<file path="config.mk">
export PLATFORM = sky130hd
export DESIGN_NAME = twrap_top
export DESIGN_NICKNAME = d
export VERILOG_FILES = /design/src/twrap_pkg.sv /design/src/twrap_top.sv
export SDC_FILE = /design/constraint.sdc
export NUM_CORES = 1
export LEC_CHECK = 0
export ABC_AREA = 0
export ABC_CLOCK_PERIOD_IN_PS = 3540
export BUFFER_PORTS_ARGS = -buffer_cell sky130_fd_sc_hd__buf_2
export CORE_UTILIZATION = 52
export DETAILED_ROUTE_END_ITERATION = 12
export GPL_ROUTABILITY_DRIVEN = 0
export PLACE_DENSITY_LB_ADDON = 0.05
export SYNTH_ARGS = -nofsm -noshare
export SYNTH_HDL_FRONTEND = slang
export SYNTH_SLANG_ARGS = --single-unit
export TNS_END_PERCENT = 10
</file>
<file path="constraint.sdc">
create_clock -name clk_sys -period 3.54 [get_ports clk_sys]
set_input_delay 0.531 -clock clk_sys [delete_from_list [all_inputs] [get_ports clk_sys]]
set_output_delay 0.531 -clock clk_sys [all_outputs]
set_load 0.005 [all_outputs]
</file>
<file path="src/twrap_pkg.sv">
// package: constants for the two-wire register access port
package twrap_pkg;
    localparam logic [4:0]  ADDR_UPPER      = 5'h12;
    localparam logic [7:0]  PTR_RESET       = 8'h00;
    localparam logic [7:0]  PTR_TEMP_LAST   = 8'h08;
    localparam logic [7:0]  PTR_BLOCK_FIRST = 8'h80;
    localparam logic [7:0]  PTR_BLOCK_LAST  = 8'h88;
    localparam logic [7:0]  PTR_SW_RESET    = 8'h20;
    localparam logic [7:0]  PTR_CONFIG      = 8'h30;
    localparam logic [7:0]  PTR_LIMIT_LAST  = 8'h4f;
    localparam logic [7:0]  PTR_LOCK        = 8'hc4;
    localparam int          SW_RESET_BIT    = 15;
    localparam logic [15:0] LOCK_KEY        = 16'h5ca6;
    localparam logic [15:0] UNLOCK_KEY      = 16'heb19;
    localparam logic [4:0]  HS_CODE_TOP     = 5'h01;
    localparam logic [1:0]  STRAP_GND       = 2'h0;
    localparam logic [1:0]  STRAP_VDD       = 2'h1;
    localparam logic [1:0]  STRAP_SDA       = 2'h2;
    localparam logic [1:0]  STRAP_SCL       = 2'h3;
    localparam real         CLK_MHZ         = 100.0;
    localparam real         TIMEOUT_MS      = 17.5;
    localparam int          TIMEOUT_CYCLES  = int'(TIMEOUT_MS * CLK_MHZ * 1000.0);
    localparam int          NUM_TEMP        = 9;
    typedef enum logic [2:0] {
        TWRAP_IDLE  = 3'b000,
        TWRAP_ADDR  = 3'b001,
        TWRAP_RXB   = 3'b010,
        TWRAP_TXB   = 3'b011,
        TWRAP_ACKRX = 3'b100,
        TWRAP_ACKTX = 3'b101,
        TWRAP_WAIT  = 3'b110
    } twrap_state_t;
endpackage

</file>
<file path="src/twrap_top.sv">
// module: two-wire slave with pointer, block read, timeout, hs mode and lock
`timescale 1ns/1ps
`default_nettype none
module twrap_top #(
    parameter int TIMEOUT_LIMIT = twrap_pkg::TIMEOUT_CYCLES
) (
    input  wire logic        clk_sys,
    input  wire logic        arst_n,
    input  wire logic        scl_in,
    input  wire logic        sda_in,
    output logic             sda_out,
    output logic             sda_oe,
    input  wire logic [1:0]  addr_strap,
    input  wire logic [15:0] temp_result [twrap_pkg::NUM_TEMP],
    output logic             hs_mode,
    output logic             sw_reset_pulse,
    output logic             locked,
    output logic             reg_wr_valid,
    output logic [7:0]       reg_wr_ptr,
    output logic [15:0]      reg_wr_data
);
    // ************************************************
    // state
    // ************************************************
    typedef struct packed {
        logic [1:0]             scl_sync;
        logic [1:0]             sda_sync;
        logic [3:0]             strap_sync;
        logic                   scl_q;
        logic                   sda_q;
        twrap_pkg::twrap_state_t st;
        logic [3:0]             bitcnt;
        logic [7:0]             shreg;
        logic                   first_byte;
        logic                   rd_dir;
        logic                   ptr_phase;
        logic                   low_phase;
        logic                   nack_pend;
        logic [7:0]             ptr;
        logic [7:0]             hi_byte;
        logic [15:0]            tx_word;
        logic                   busy;
        logic [24:0]            tocnt;
        logic                   sda_out;
        logic                   sda_oe;
        logic                   hs_mode;
        logic                   sw_reset_pulse;
        logic                   locked;
        logic                   wr_valid;
        logic [7:0]             wr_ptr;
        logic [15:0]            wr_data;
    } twrap_regs_t;

    twrap_regs_t r;
    twrap_regs_t next_r;

    // ************************************************
    // helpers
    // ************************************************
    function automatic logic is_protected(input logic [7:0] p);
        is_protected = (p >= twrap_pkg::PTR_CONFIG) && (p <= twrap_pkg::PTR_LIMIT_LAST);
    endfunction

    function automatic logic [15:0] read_word(input logic [7:0] p, input logic lk,
                                              input logic [15:0] t [twrap_pkg::NUM_TEMP]);
        logic [3:0] idx;
        idx = p[3:0];
        read_word = 16'h0000;
        if ((p <= twrap_pkg::PTR_TEMP_LAST) ||
            (p >= twrap_pkg::PTR_BLOCK_FIRST && p <= twrap_pkg::PTR_BLOCK_LAST)) begin
            read_word = t[idx];
        end else if (p == twrap_pkg::PTR_LOCK) begin
            read_word = {15'h0000, lk};
        end
    endfunction

    logic [6:0] my_addr;
    always_comb begin
        my_addr = {twrap_pkg::ADDR_UPPER, r.strap_sync[3:2]};
    end

    // ************************************************
    // next state
    // ************************************************
    logic scl_rise;
    logic scl_fall;
    logic start_c;
    logic stop_c;
    logic [7:0] rx_byte;
    logic [15:0] wdata;

    always_comb begin
        next_r = r;
        next_r.scl_sync = {r.scl_sync[0], scl_in};
        next_r.sda_sync = {r.sda_sync[0], sda_in};
        next_r.strap_sync = {r.strap_sync[1:0], addr_strap};
        next_r.scl_q = r.scl_sync[1];
        next_r.sda_q = r.sda_sync[1];
        next_r.sw_reset_pulse = 1'b0;
        next_r.wr_valid = 1'b0;
        scl_rise = r.scl_sync[1] && !r.scl_q;
        scl_fall = !r.scl_sync[1] && r.scl_q;
        start_c = r.scl_sync[1] && r.scl_q && r.sda_q && !r.sda_sync[1];
        stop_c = r.scl_sync[1] && r.scl_q && !r.sda_q && r.sda_sync[1];
        rx_byte = {r.shreg[6:0], r.sda_sync[1]};
        wdata = {r.hi_byte, r.shreg};

        if (r.busy && (!r.scl_sync[1] || !r.sda_sync[1])) begin
            next_r.tocnt = r.tocnt + 25'd1;
        end else begin
            next_r.tocnt = 25'd0;
        end

        if (start_c) begin
            next_r.st = twrap_pkg::TWRAP_ADDR;
            next_r.bitcnt = 4'd0;
            next_r.busy = 1'b1;
            next_r.tocnt = 25'd0;
            next_r.sda_oe = 1'b0;
            next_r.low_phase = 1'b0;
            next_r.first_byte = 1'b1;
        end else if (stop_c) begin
            next_r.st = twrap_pkg::TWRAP_IDLE;
            next_r.busy = 1'b0;
            next_r.sda_oe = 1'b0;
            next_r.hs_mode = 1'b0;
            next_r.first_byte = 1'b1;
        end else if (r.busy && r.tocnt >= 25'(TIMEOUT_LIMIT)) begin
            next_r.st = twrap_pkg::TWRAP_IDLE;
            next_r.busy = 1'b0;
            next_r.sda_oe = 1'b0;
            next_r.tocnt = 25'd0;
            next_r.first_byte = 1'b1;
        end else begin
            unique case (r.st)
                twrap_pkg::TWRAP_IDLE: begin
                end
                twrap_pkg::TWRAP_WAIT: begin
                    if (scl_fall) begin
                        next_r.sda_oe = 1'b0;
                    end
                end
                twrap_pkg::TWRAP_ADDR, twrap_pkg::TWRAP_RXB: begin
                    if (scl_fall && r.bitcnt == 4'd0) begin
                        next_r.sda_oe = 1'b0;
                    end
                    if (scl_rise) begin
                        if (r.bitcnt == 4'hf) begin
                            // ack clock of the previous byte, not data
                            next_r.bitcnt = 4'd0;
                        end else begin
                            next_r.shreg = rx_byte;
                            next_r.bitcnt = r.bitcnt + 4'd1;
                            if (r.bitcnt == 4'd7) begin
                                next_r.bitcnt = 4'd0;
                                next_r.st = twrap_pkg::TWRAP_ACKRX;
                            end
                        end
                    end
                end
                twrap_pkg::TWRAP_ACKRX: begin
                    if (scl_fall) begin
                        next_r.sda_out = 1'b0;
                        next_r.sda_oe = 1'b0;
                        next_r.bitcnt = 4'hf;
                        next_r.st = twrap_pkg::TWRAP_WAIT;
                        if (r.bitcnt == 4'd0 && r.first_byte && r.shreg[7:3] == twrap_pkg::HS_CODE_TOP) begin
                            next_r.hs_mode = 1'b1;
                            next_r.first_byte = 1'b0;
                        end else if (r.first_byte) begin
                            next_r.first_byte = 1'b0;
                            if (r.shreg[7:1] == my_addr) begin
                                next_r.sda_oe = 1'b1;
                                next_r.rd_dir = r.shreg[0];
                                next_r.ptr_phase = !r.shreg[0];
                                next_r.low_phase = 1'b0;
                                next_r.st = r.shreg[0] ? twrap_pkg::TWRAP_ACKTX : twrap_pkg::TWRAP_RXB;
                                next_r.tx_word = read_word(r.ptr, r.locked, temp_result);
                            end
                        end else if (r.ptr_phase) begin
                            next_r.ptr = r.shreg;
                            next_r.ptr_phase = 1'b0;
                            next_r.sda_oe = 1'b1;
                            next_r.st = twrap_pkg::TWRAP_RXB;
                        end else if (is_protected(r.ptr) && r.locked) begin
                            next_r.st = twrap_pkg::TWRAP_WAIT;
                        end else begin
                            next_r.sda_oe = 1'b1;
                            next_r.st = twrap_pkg::TWRAP_RXB;
                            next_r.low_phase = !r.low_phase;
                            if (!r.low_phase) begin
                                next_r.hi_byte = r.shreg;
                            end else begin
                                next_r.wr_valid = 1'b1;
                                next_r.wr_ptr = r.ptr;
                                next_r.wr_data = wdata;
                                if (r.ptr == twrap_pkg::PTR_LOCK && wdata == twrap_pkg::LOCK_KEY) begin
                                    next_r.locked = 1'b1;
                                end
                                if (r.ptr == twrap_pkg::PTR_LOCK && wdata == twrap_pkg::UNLOCK_KEY) begin
                                    next_r.locked = 1'b0;
                                end
                                if (r.ptr == twrap_pkg::PTR_SW_RESET && wdata[twrap_pkg::SW_RESET_BIT]) begin
                                    next_r.sw_reset_pulse = 1'b1;
                                    next_r.ptr = twrap_pkg::PTR_RESET;
                                end
                            end
                        end
                    end
                end
                twrap_pkg::TWRAP_ACKTX: begin
                    if (scl_fall) begin
                        next_r.sda_oe = !r.tx_word[15];
                        next_r.sda_out = 1'b0;
                        next_r.tx_word = {r.tx_word[14:0], 1'b0};
                        next_r.bitcnt = 4'd1;
                        next_r.st = twrap_pkg::TWRAP_TXB;
                    end
                end
                twrap_pkg::TWRAP_TXB: begin
                    if (scl_fall) begin
                        if (r.bitcnt == 4'd8) begin
                            next_r.sda_oe = 1'b0;
                            next_r.bitcnt = 4'd0;
                        end else begin
                            next_r.sda_oe = !r.tx_word[15];
                            next_r.tx_word = {r.tx_word[14:0], 1'b0};
                            next_r.bitcnt = r.bitcnt + 4'd1;
                        end
                    end
                    if (scl_rise && r.bitcnt == 4'd0) begin
                        if (r.low_phase && r.ptr >= twrap_pkg::PTR_BLOCK_FIRST
                            && r.ptr <= twrap_pkg::PTR_BLOCK_LAST) begin
                            next_r.ptr = (r.ptr == twrap_pkg::PTR_BLOCK_LAST) ?
                                twrap_pkg::PTR_BLOCK_FIRST : r.ptr + 8'd1;
                        end
                        if (r.sda_sync[1]) begin
                            next_r.st = twrap_pkg::TWRAP_WAIT;
                        end else begin
                            next_r.st = twrap_pkg::TWRAP_ACKTX;
                            next_r.low_phase = !r.low_phase;
                            if (r.low_phase) begin
                                next_r.tx_word = read_word(next_r.ptr, r.locked, temp_result);
                            end
                        end
                    end
                end
                default: begin
                    next_r.st = twrap_pkg::TWRAP_IDLE;
                end
            endcase
        end
    end

    // ************************************************
    // registers
    // ************************************************
    always_ff @(posedge clk_sys or negedge arst_n) begin
        if (!arst_n) begin
            r <= '0;
            r.scl_sync <= 2'b11;
            r.sda_sync <= 2'b11;
            r.scl_q <= 1'b1;
            r.sda_q <= 1'b1;
            r.first_byte <= 1'b1;
            r.ptr <= twrap_pkg::PTR_RESET;
            r.locked <= 1'b1;
        end else if (r.sw_reset_pulse) begin
            r <= next_r;
            r.locked <= 1'b1;
        end else begin
            r <= next_r;
        end
    end

    assign sda_out = r.sda_out;
    assign sda_oe = r.sda_oe;
    assign hs_mode = r.hs_mode;
    assign sw_reset_pulse = r.sw_reset_pulse;
    assign locked = r.locked;
    assign reg_wr_valid = r.wr_valid;
    assign reg_wr_ptr = r.wr_ptr;
    assign reg_wr_data = r.wr_data;

    // ************************************************
    // checks
    // ************************************************
    chk_lock_key: assert property (@(posedge clk_sys) disable iff (!arst_n)
        (r.wr_valid && r.wr_ptr == twrap_pkg::PTR_LOCK && r.wr_data == twrap_pkg::LOCK_KEY) |-> r.locked)
        else $error("lock key did not lock");
    chk_unlock_key: assert property (@(posedge clk_sys) disable iff (!arst_n)
        (r.wr_valid && r.wr_ptr == twrap_pkg::PTR_LOCK && r.wr_data == twrap_pkg::UNLOCK_KEY
         && !r.sw_reset_pulse) |-> !r.locked)
        else $error("unlock key did not unlock");
    chk_locked_write: assert property (@(posedge clk_sys) disable iff (!arst_n)
        r.wr_valid |-> !($past(r.locked) && is_protected(r.wr_ptr)))
        else $error("protected write passed while locked");
    chk_hs_stop: assert property (@(posedge clk_sys) disable iff (!arst_n)
        stop_c |=> !r.hs_mode)
        else $error("high speed kept after stop");
    chk_timeout_release: assert property (@(posedge clk_sys) disable iff (!arst_n)
        (r.busy && r.tocnt >= 25'(TIMEOUT_LIMIT) && !start_c && !stop_c) |=> (!r.sda_oe && !r.busy))
        else $error("timeout did not release bus");
    chk_block_wrap: assert property (@(posedge clk_sys) disable iff (!arst_n)
        ($past(r.ptr) == twrap_pkg::PTR_BLOCK_LAST && r.ptr != $past(r.ptr) && !r.sw_reset_pulse
         && !$past(r.ptr_phase)) |-> r.ptr == twrap_pkg::PTR_BLOCK_FIRST)
        else $error("block pointer did not wrap");
    chk_swreset_ptr: assert property (@(posedge clk_sys) disable iff (!arst_n)
        r.sw_reset_pulse |=> (r.locked && r.ptr == twrap_pkg::PTR_RESET))
        else $error("software reset incomplete");
    chk_commit_pair: assert property (@(posedge clk_sys) disable iff (!arst_n)
        r.wr_valid |-> !r.low_phase)
        else $error("commit without full pair");
    chk_ack_release: assert property (@(posedge clk_sys) disable iff (!arst_n)
        (r.st == twrap_pkg::TWRAP_RXB && r.bitcnt == 4'd1) |-> !r.sda_oe)
        else $error("ack still driven during data bits");
    chk_hs_nack: assert property (@(posedge clk_sys) disable iff (!arst_n)
        (r.hs_mode && !$past(r.hs_mode)) |-> !r.sda_oe)
        else $error("high speed code was acknowledged");
endmodule
`default_nettype wire

</file>
==> metrics, run 1 <==
Final min period 3.07 ns; crit-path cells inv_1 > ha_2 > or3b_4 > or4_4 > a2111o_4 > a211oi_4 > o21ai_2 > a22o_1; die width 137 um; Total Wirelength 27.3 mm; Worst Setup End Kind register; Avg Cell Area, Syn 10.4 um2; GRT Overall Usage 30.5%; dpl ws 0.507 ns; period utilization 86.6%; Comb pwr share 15.9%; share of cells above drive strength 1 36.7%; asr flop ratio synth 100%; worst r2r path cells 8; final core occ 62.3%; Rel. slew slack 35.6%; endpoints failing setup 0; CTS resizes 0; CTS tree built; Reg clk slew, reported paths 0.06 ns; drt drc 0; Clock Skew 0.0110 ns; largest net degree at the start of global routing 76; Synth cell types 79; port bufs 178; area leader, netlist dfrtp_1; final-report hold violation count 0; CTS sink count 115; CTS max path bufs 2; peak supply drop 0.569 mV; pwr/cell area 359 nW/um2; fraction of post-synthesis cell area in the top cell type by area 28.2%; average wire per standard cell 21.2 um; worst min path class input pin to asynchronous set/reset pin; IO Pins 180; Worst path depth 8; Core Footprint 17900 um2; leakage power 4.74 nW; Worst Tran Pin Value 0.962 ns; sw power 1.11 mW; Setup CP Type register to register; Post-Syn Area 9500 um2; most numerous cell in the Yosys netlist dfrtp_1; CP top delay family compound AO/OA/AOI/OAI gates; internal power 2.89 mW; Slew Viols, Final 0; flops & latches, synth 115; Die Area 18800 um2; total CTS buffers 17; setup ws final 0.473 ns; Fin Setup TNS 0 ns; number of enable flip-flop cells after synthesis 0; DRC marker count from the first detailed-route iteration 774; switching share of total power 27.7%; Post-DP HPWL 19.8 mm; routed vias 8246; top cells by count, synth 107 x dfrtp_1, 97 x mux2i_1, 87 x nand2_1; Crit Path Max Fanout 9; clock network power share 46.5%; Post-CTS Setup Bufs 0; hold_buf cts 0; first drt pass iteration count 5; Die H 137 um; cell count after synthesis 912; ANT nets after route 0; register area share after synthesis 30.4%; Synth Warn # 0; Seq pwr share 37.6%; initial antenna violation count 3; CP arrival 3.38 ns; Site Rows 49; critical path's largest stage delay 0.57 ns; Root Buffer clkbuf_16; Area growth syn-to-layout 17.4%; total number of H-tree levels 4; RSZ-0062 raised after global routing false; CP max-delay cell a2111o_4; later-pin clock latency in the skew report 0.43 ns; Worst Path Required 3.85 ns; FILL cells 1476; status completed; Starting Density 53.0%; # nets final 1202; grt ovf 0; highest clock rate 326 MHz; MaxCap Viol Count 0; vias in the first global route 7820; Critical Path Start Type register; global-route wire length before repair 43.2 mm; Area contributors post-synth dfrtp_1 28%, mux4_2 17%, mux2i_1 10%, mux2_2 5.6%, nand2_1 3.4%; ys flop type dfrtp_1; Bufs and invs on worst path 1; via/cell ratio 6.39
[power groups by stage]
stage | logic [mW] | clock network [mW] | registers [mW]
after detailed placement | 0.631 | 0 | 1.52
after CTS | 0.635 | 1.89 | 1.50
after global routing | 0.698 | 1.94 | 1.51
final | 0.637 | 1.86 | 1.50
after global placement | 0.620 | 0 | 1.52
after floorplan | 0.382 | 0 | 1.45
[state kept, by name (all words and copies together), names as in the netlist]
name,cells
r,78
next_r,6
reg_wr_valid,1
reg_wr_ptr,8
my_addr,2
sw_reset_pulse,1
hs_mode,1
sda_oe,1
reg_wr_data,16
locked,1
[layout by cell type, fill, tap and decap left out, types with 17 or more instances in the layout]
cell type  Yosys  routed
a22o_1        17      17
mux2i_1       97      97
a211oi_1      17      17
nand2_1       87      87
clkbuf_16      0      17
dfrtp_1      107     105
o21ai_0       34      34
mux4_2        72      72
buf_4         26      29
nor2_1        54      54
mux2_2        47      47
buf_2         16     177
o31ai_1       18      18
inv_1         17      17
[layer usage]
| layer | routed length [um] | global-route usage (%) | vias up |
|---|---|---|---|
| met1 | 12300 | 43.6 | 4049 |
| met4 | 756 | 11.9 | 0 |
| met5 | 0 | 0 | - |
| li1 | - | - | 3760 |
| met2 | 12400 | 45.0 | 381 |
| met3 | 1850 | 6.33 | 56 |
[layout make-up]
class / instances / area, um2 / share of cell area [%]
tap: 229 / 287 / 2.57
inverter: 19 / 71.3 / 0.639
clock inverter: 12 / 178 / 1.59
clock buffer: 20 / 457 / 4.09
antenna: 3 / 7.51 / 0.0673
sequential: 115 / 2890 / 25.9
multi-input combinational: 683 / 6080 / 54.5
timing repair buffer: 210 / 1180 / 10.6
[worst paths after layout]
path	from	to	slack, ns
worst max-delay path	r[80]	r[80]	0.47
worst min-delay path	arst_n	r[43]	0.11
worst max register to register	r[80]	r[80]	0.47
worst min register to register	next_r[112]	my_addr[0]	0.35
min in group clk_sys	addr_strap[0]	next_r[112]	0.20
max in group asynchronous	arst_n	r[92]	2.61
[kinds of logic after synthesis]
group	count (synthesis)	share of synthesized area, %
adders and majority gates	7	0.896
muxes	216	32.9
and+or+nand+nor	259	14.2
other	1	0.0395
buffers and inverters	118	5.98
AOI/OAI and AO/OA	172	13.4
DFF	115	30.4
xor gates and xnor gates	24	2.21
[worst reg2reg max path, cell delays in order, from the launching register on]
cell	delay (ns)
dfrtp_4	0.47
inv_1	0.09
ha_2	0.17
or3b_4	0.37
or4_4	0.50
a2111o_4	0.57
a211oi_4	0.42
o21ai_2	0.11
a22o_1	0.25
[through the flow]
stage	std cells	total power, mW	hold WS, ns	area [um2]
finish	1291	4.00	0.110	11200
global route	1291	4.15	0.146	11200
CTS	1288	4.02	0.123	11100
detailed placement	1256	2.15	0.335	10500
global placement	1256	2.14	0.338	10500
floorplan	916	1.83	0.235	9510
Power figures use the tool's default switching activity.
==> run 2: changes to the inputs <==
--- a/config.mk
+++ b/config.mk
@@ -8,10 +8,11 @@
 export ABC_AREA = 0
 export ABC_CLOCK_PERIOD_IN_PS = 3540
 export BUFFER_PORTS_ARGS = -buffer_cell sky130_fd_sc_hd__buf_2
-export CORE_UTILIZATION = 52
+export CORE_UTILIZATION = 30
 export DETAILED_ROUTE_END_ITERATION = 12
 export GPL_ROUTABILITY_DRIVEN = 0
 export PLACE_DENSITY_LB_ADDON = 0.05
+export SLEW_MARGIN = 20
 export SYNTH_ARGS = -nofsm -noshare
 export SYNTH_HDL_FRONTEND = slang
 export SYNTH_SLANG_ARGS = --single-unit
==> metrics, run 2 (synthesized netlist as in run 1, its figures left out) <==
GRT Overall Usage 19.8% (-11 points); worst setup path endpoint r[80]; global-route wire length before repair 50.0 mm (+16%); pwr/cell area 352 nW/um2 (-2.0%); Post-DP HPWL 22.9 mm (+16%); IO Pins 180 (unchanged); Slew Viols, Final 0 (unchanged); Total Wirelength 31.7 mm (+16%); Crit. Startpoint r[80]; Setup CP Type register to register; vias in the first global route 8214 (+5.0%); highest clock rate 326 MHz (about the same); DRC marker count from the first detailed-route iteration 435 (-44%); first drt pass iteration count 9 (+4); Core Footprint 30800 um2 (+72%); leakage power 4.79 nW (+0.93%); worst r2r src r[80]; DR top layer met5; FILL cells 3073 (+110%); Reg clk slew, reported paths 0.06 ns (about the same); # nets final 1214 (+1.0%); Starting Density 30.8% (-22 points); Die H 180 um (+31%); period utilization 86.6% (about the same); dpl ws 0.492 ns (-0.0149 ns); CTS tree built; Multi-input gate area 6080 um2 (unchanged); later-pin clock latency in the skew report 0.42 ns (about the same); grt ovf 0 (unchanged); ANT nets after route 0 (unchanged); total CTS buffers 17 (unchanged); Root Buffer clkbuf_16; Worst Path Required 3.85 ns (about the same); die width 180 um (+31%); average wire per standard cell 21.6 um (+2.2%); post-detailed-placement cell area 10800 um2 (+2.7%); antenna cells 0 (-3); Critical Path Start Type register; failing checks DRC; M1 WL 15.7 mm (+28%); total length of routed met3 wires 1.61 mm (-13%); largest net degree at the start of global routing 52 (-32%); FF-to-FF End r[80]; Worst Setup End Kind register; Crit Path Max Fanout 9 (unchanged); # placed instances 1435 (+14%); final instance area 11400 um2 (+2.4%); port bufs 178 (unchanged); most common cell after layout, fill and taps aside buf_2; routed vias 8083 (-2.0%); Reg area 2890 um2 (unchanged); max reg flops 78 (unchanged); final-report hold violation count 0 (unchanged); hold_buf cts 0 (unchanged); total number of H-tree levels 4 (unchanged); Top reg by flops r; Fin Setup TNS 0 ns (unchanged); peak supply drop 0.290 mV (-49%); Clock Skew 0.0101 ns (-0.000882 ns); Post-CTS Setup Bufs 0 (unchanged); final core occ 37.0% (-25 points); RSZ-0062 raised after global routing false; CTS resizes 0 (unchanged); drt drc 2 (+2); via/cell ratio 5.51 (-14%); MaxCap Viol Count 0 (unchanged); Rel. slew slack 47.5% (+12 points); Worst Tran Pin Value 0.780 ns (-0.182 ns); worst r2r path cells 8 (unchanged); share of cells above drive strength 1 37.5% (+0.80 points); commonest cells after routing, fill and taps aside 177 x buf_2, 105 x dfrtp_1, 97 x mux2i_1; CTS max path bufs 2 (unchanged); CP arrival 3.37 ns (about the same); final cell count without fillers 1467 (+14%); CTS sink count 115 (unchanged); status complete, but fails checks; Site Rows 64 (+31%); Final min period 3.07 ns (-0.000986 ns); endpoints failing setup 0 (unchanged); Area growth syn-to-layout 20.2%; worst min path class input pin to asynchronous set/reset pin; initial antenna violation count 3 (unchanged); Die Area 32400 um2 (+72%); R2R setup slack 0.47 ns (about the same); setup ws final 0.474 ns (+0.000986 ns); met2 wire length 14.2 mm (+14%)
==> run 2: layout make-up <==
cell class,instances,area share (%)
multi-input cells,683,53.2
well taps,396,4.34
repair buffers,222,11.0
clock buffers,17,3.73
flip-flops and latches,115,25.3
clock inverters,15,1.71
inverters,19,0.625
==> run 2: worst min-delay path by stage <==
stage | endpoint | slack (ns) | depth (start not counted)
after global routing | next_r[115] | 0.20 | 1
final | r[33] | 0.16 | 1
after floorplan | hs_mode | 0.24 | 0
after global placement | my_addr[1] | 0.33 | 0
after CTS | next_r[112] | 0.19 | 1
after detailed placement | my_addr[1] | 0.33 | 0
==> run 2: routing by layer <==
layer / vias to the layer above / global-route usage [%]
li1: 3764 / -
met1: 4032 / 29.0
met2: 258 / 30.4
met3: 23 / 3.67
met4: 6 / 3.86
met5: - / 0
==> run 2: through the flow <==
| step | total power [mW] | hold WS, ns |
|---|---|---|
| after floorplan | 1.83 | 0.235 |
| after global placement | 2.20 | 0.332 |
| after detailed placement | 2.18 | 0.335 |
| after CTS | 4.07 | 0.194 |
| after global routing | 4.20 | 0.197 |
| final | 4.01 | 0.160 |
==> run 2: where the power goes <==
part | leakage [nW] | internal (mW) | switching [mW]
Combinational | 2.98 | 0.308 | 0.353
Sequential | 1.50 | 1.38 | 0.120
Clock | 0.303 | 1.13 | 0.725
Total | 4.79 | 2.82 | 1.20
==> run 2: critical path, cell delays in order, from the launching register on <==
cell and delay, ns:
dfrtp_4 0.47, inv_1 0.08, ha_2 0.17, or3b_4 0.38, or4_4 0.51, a2111o_4 0.56
a211oi_4 0.44, o21ai_2 0.11, a22o_1 0.24
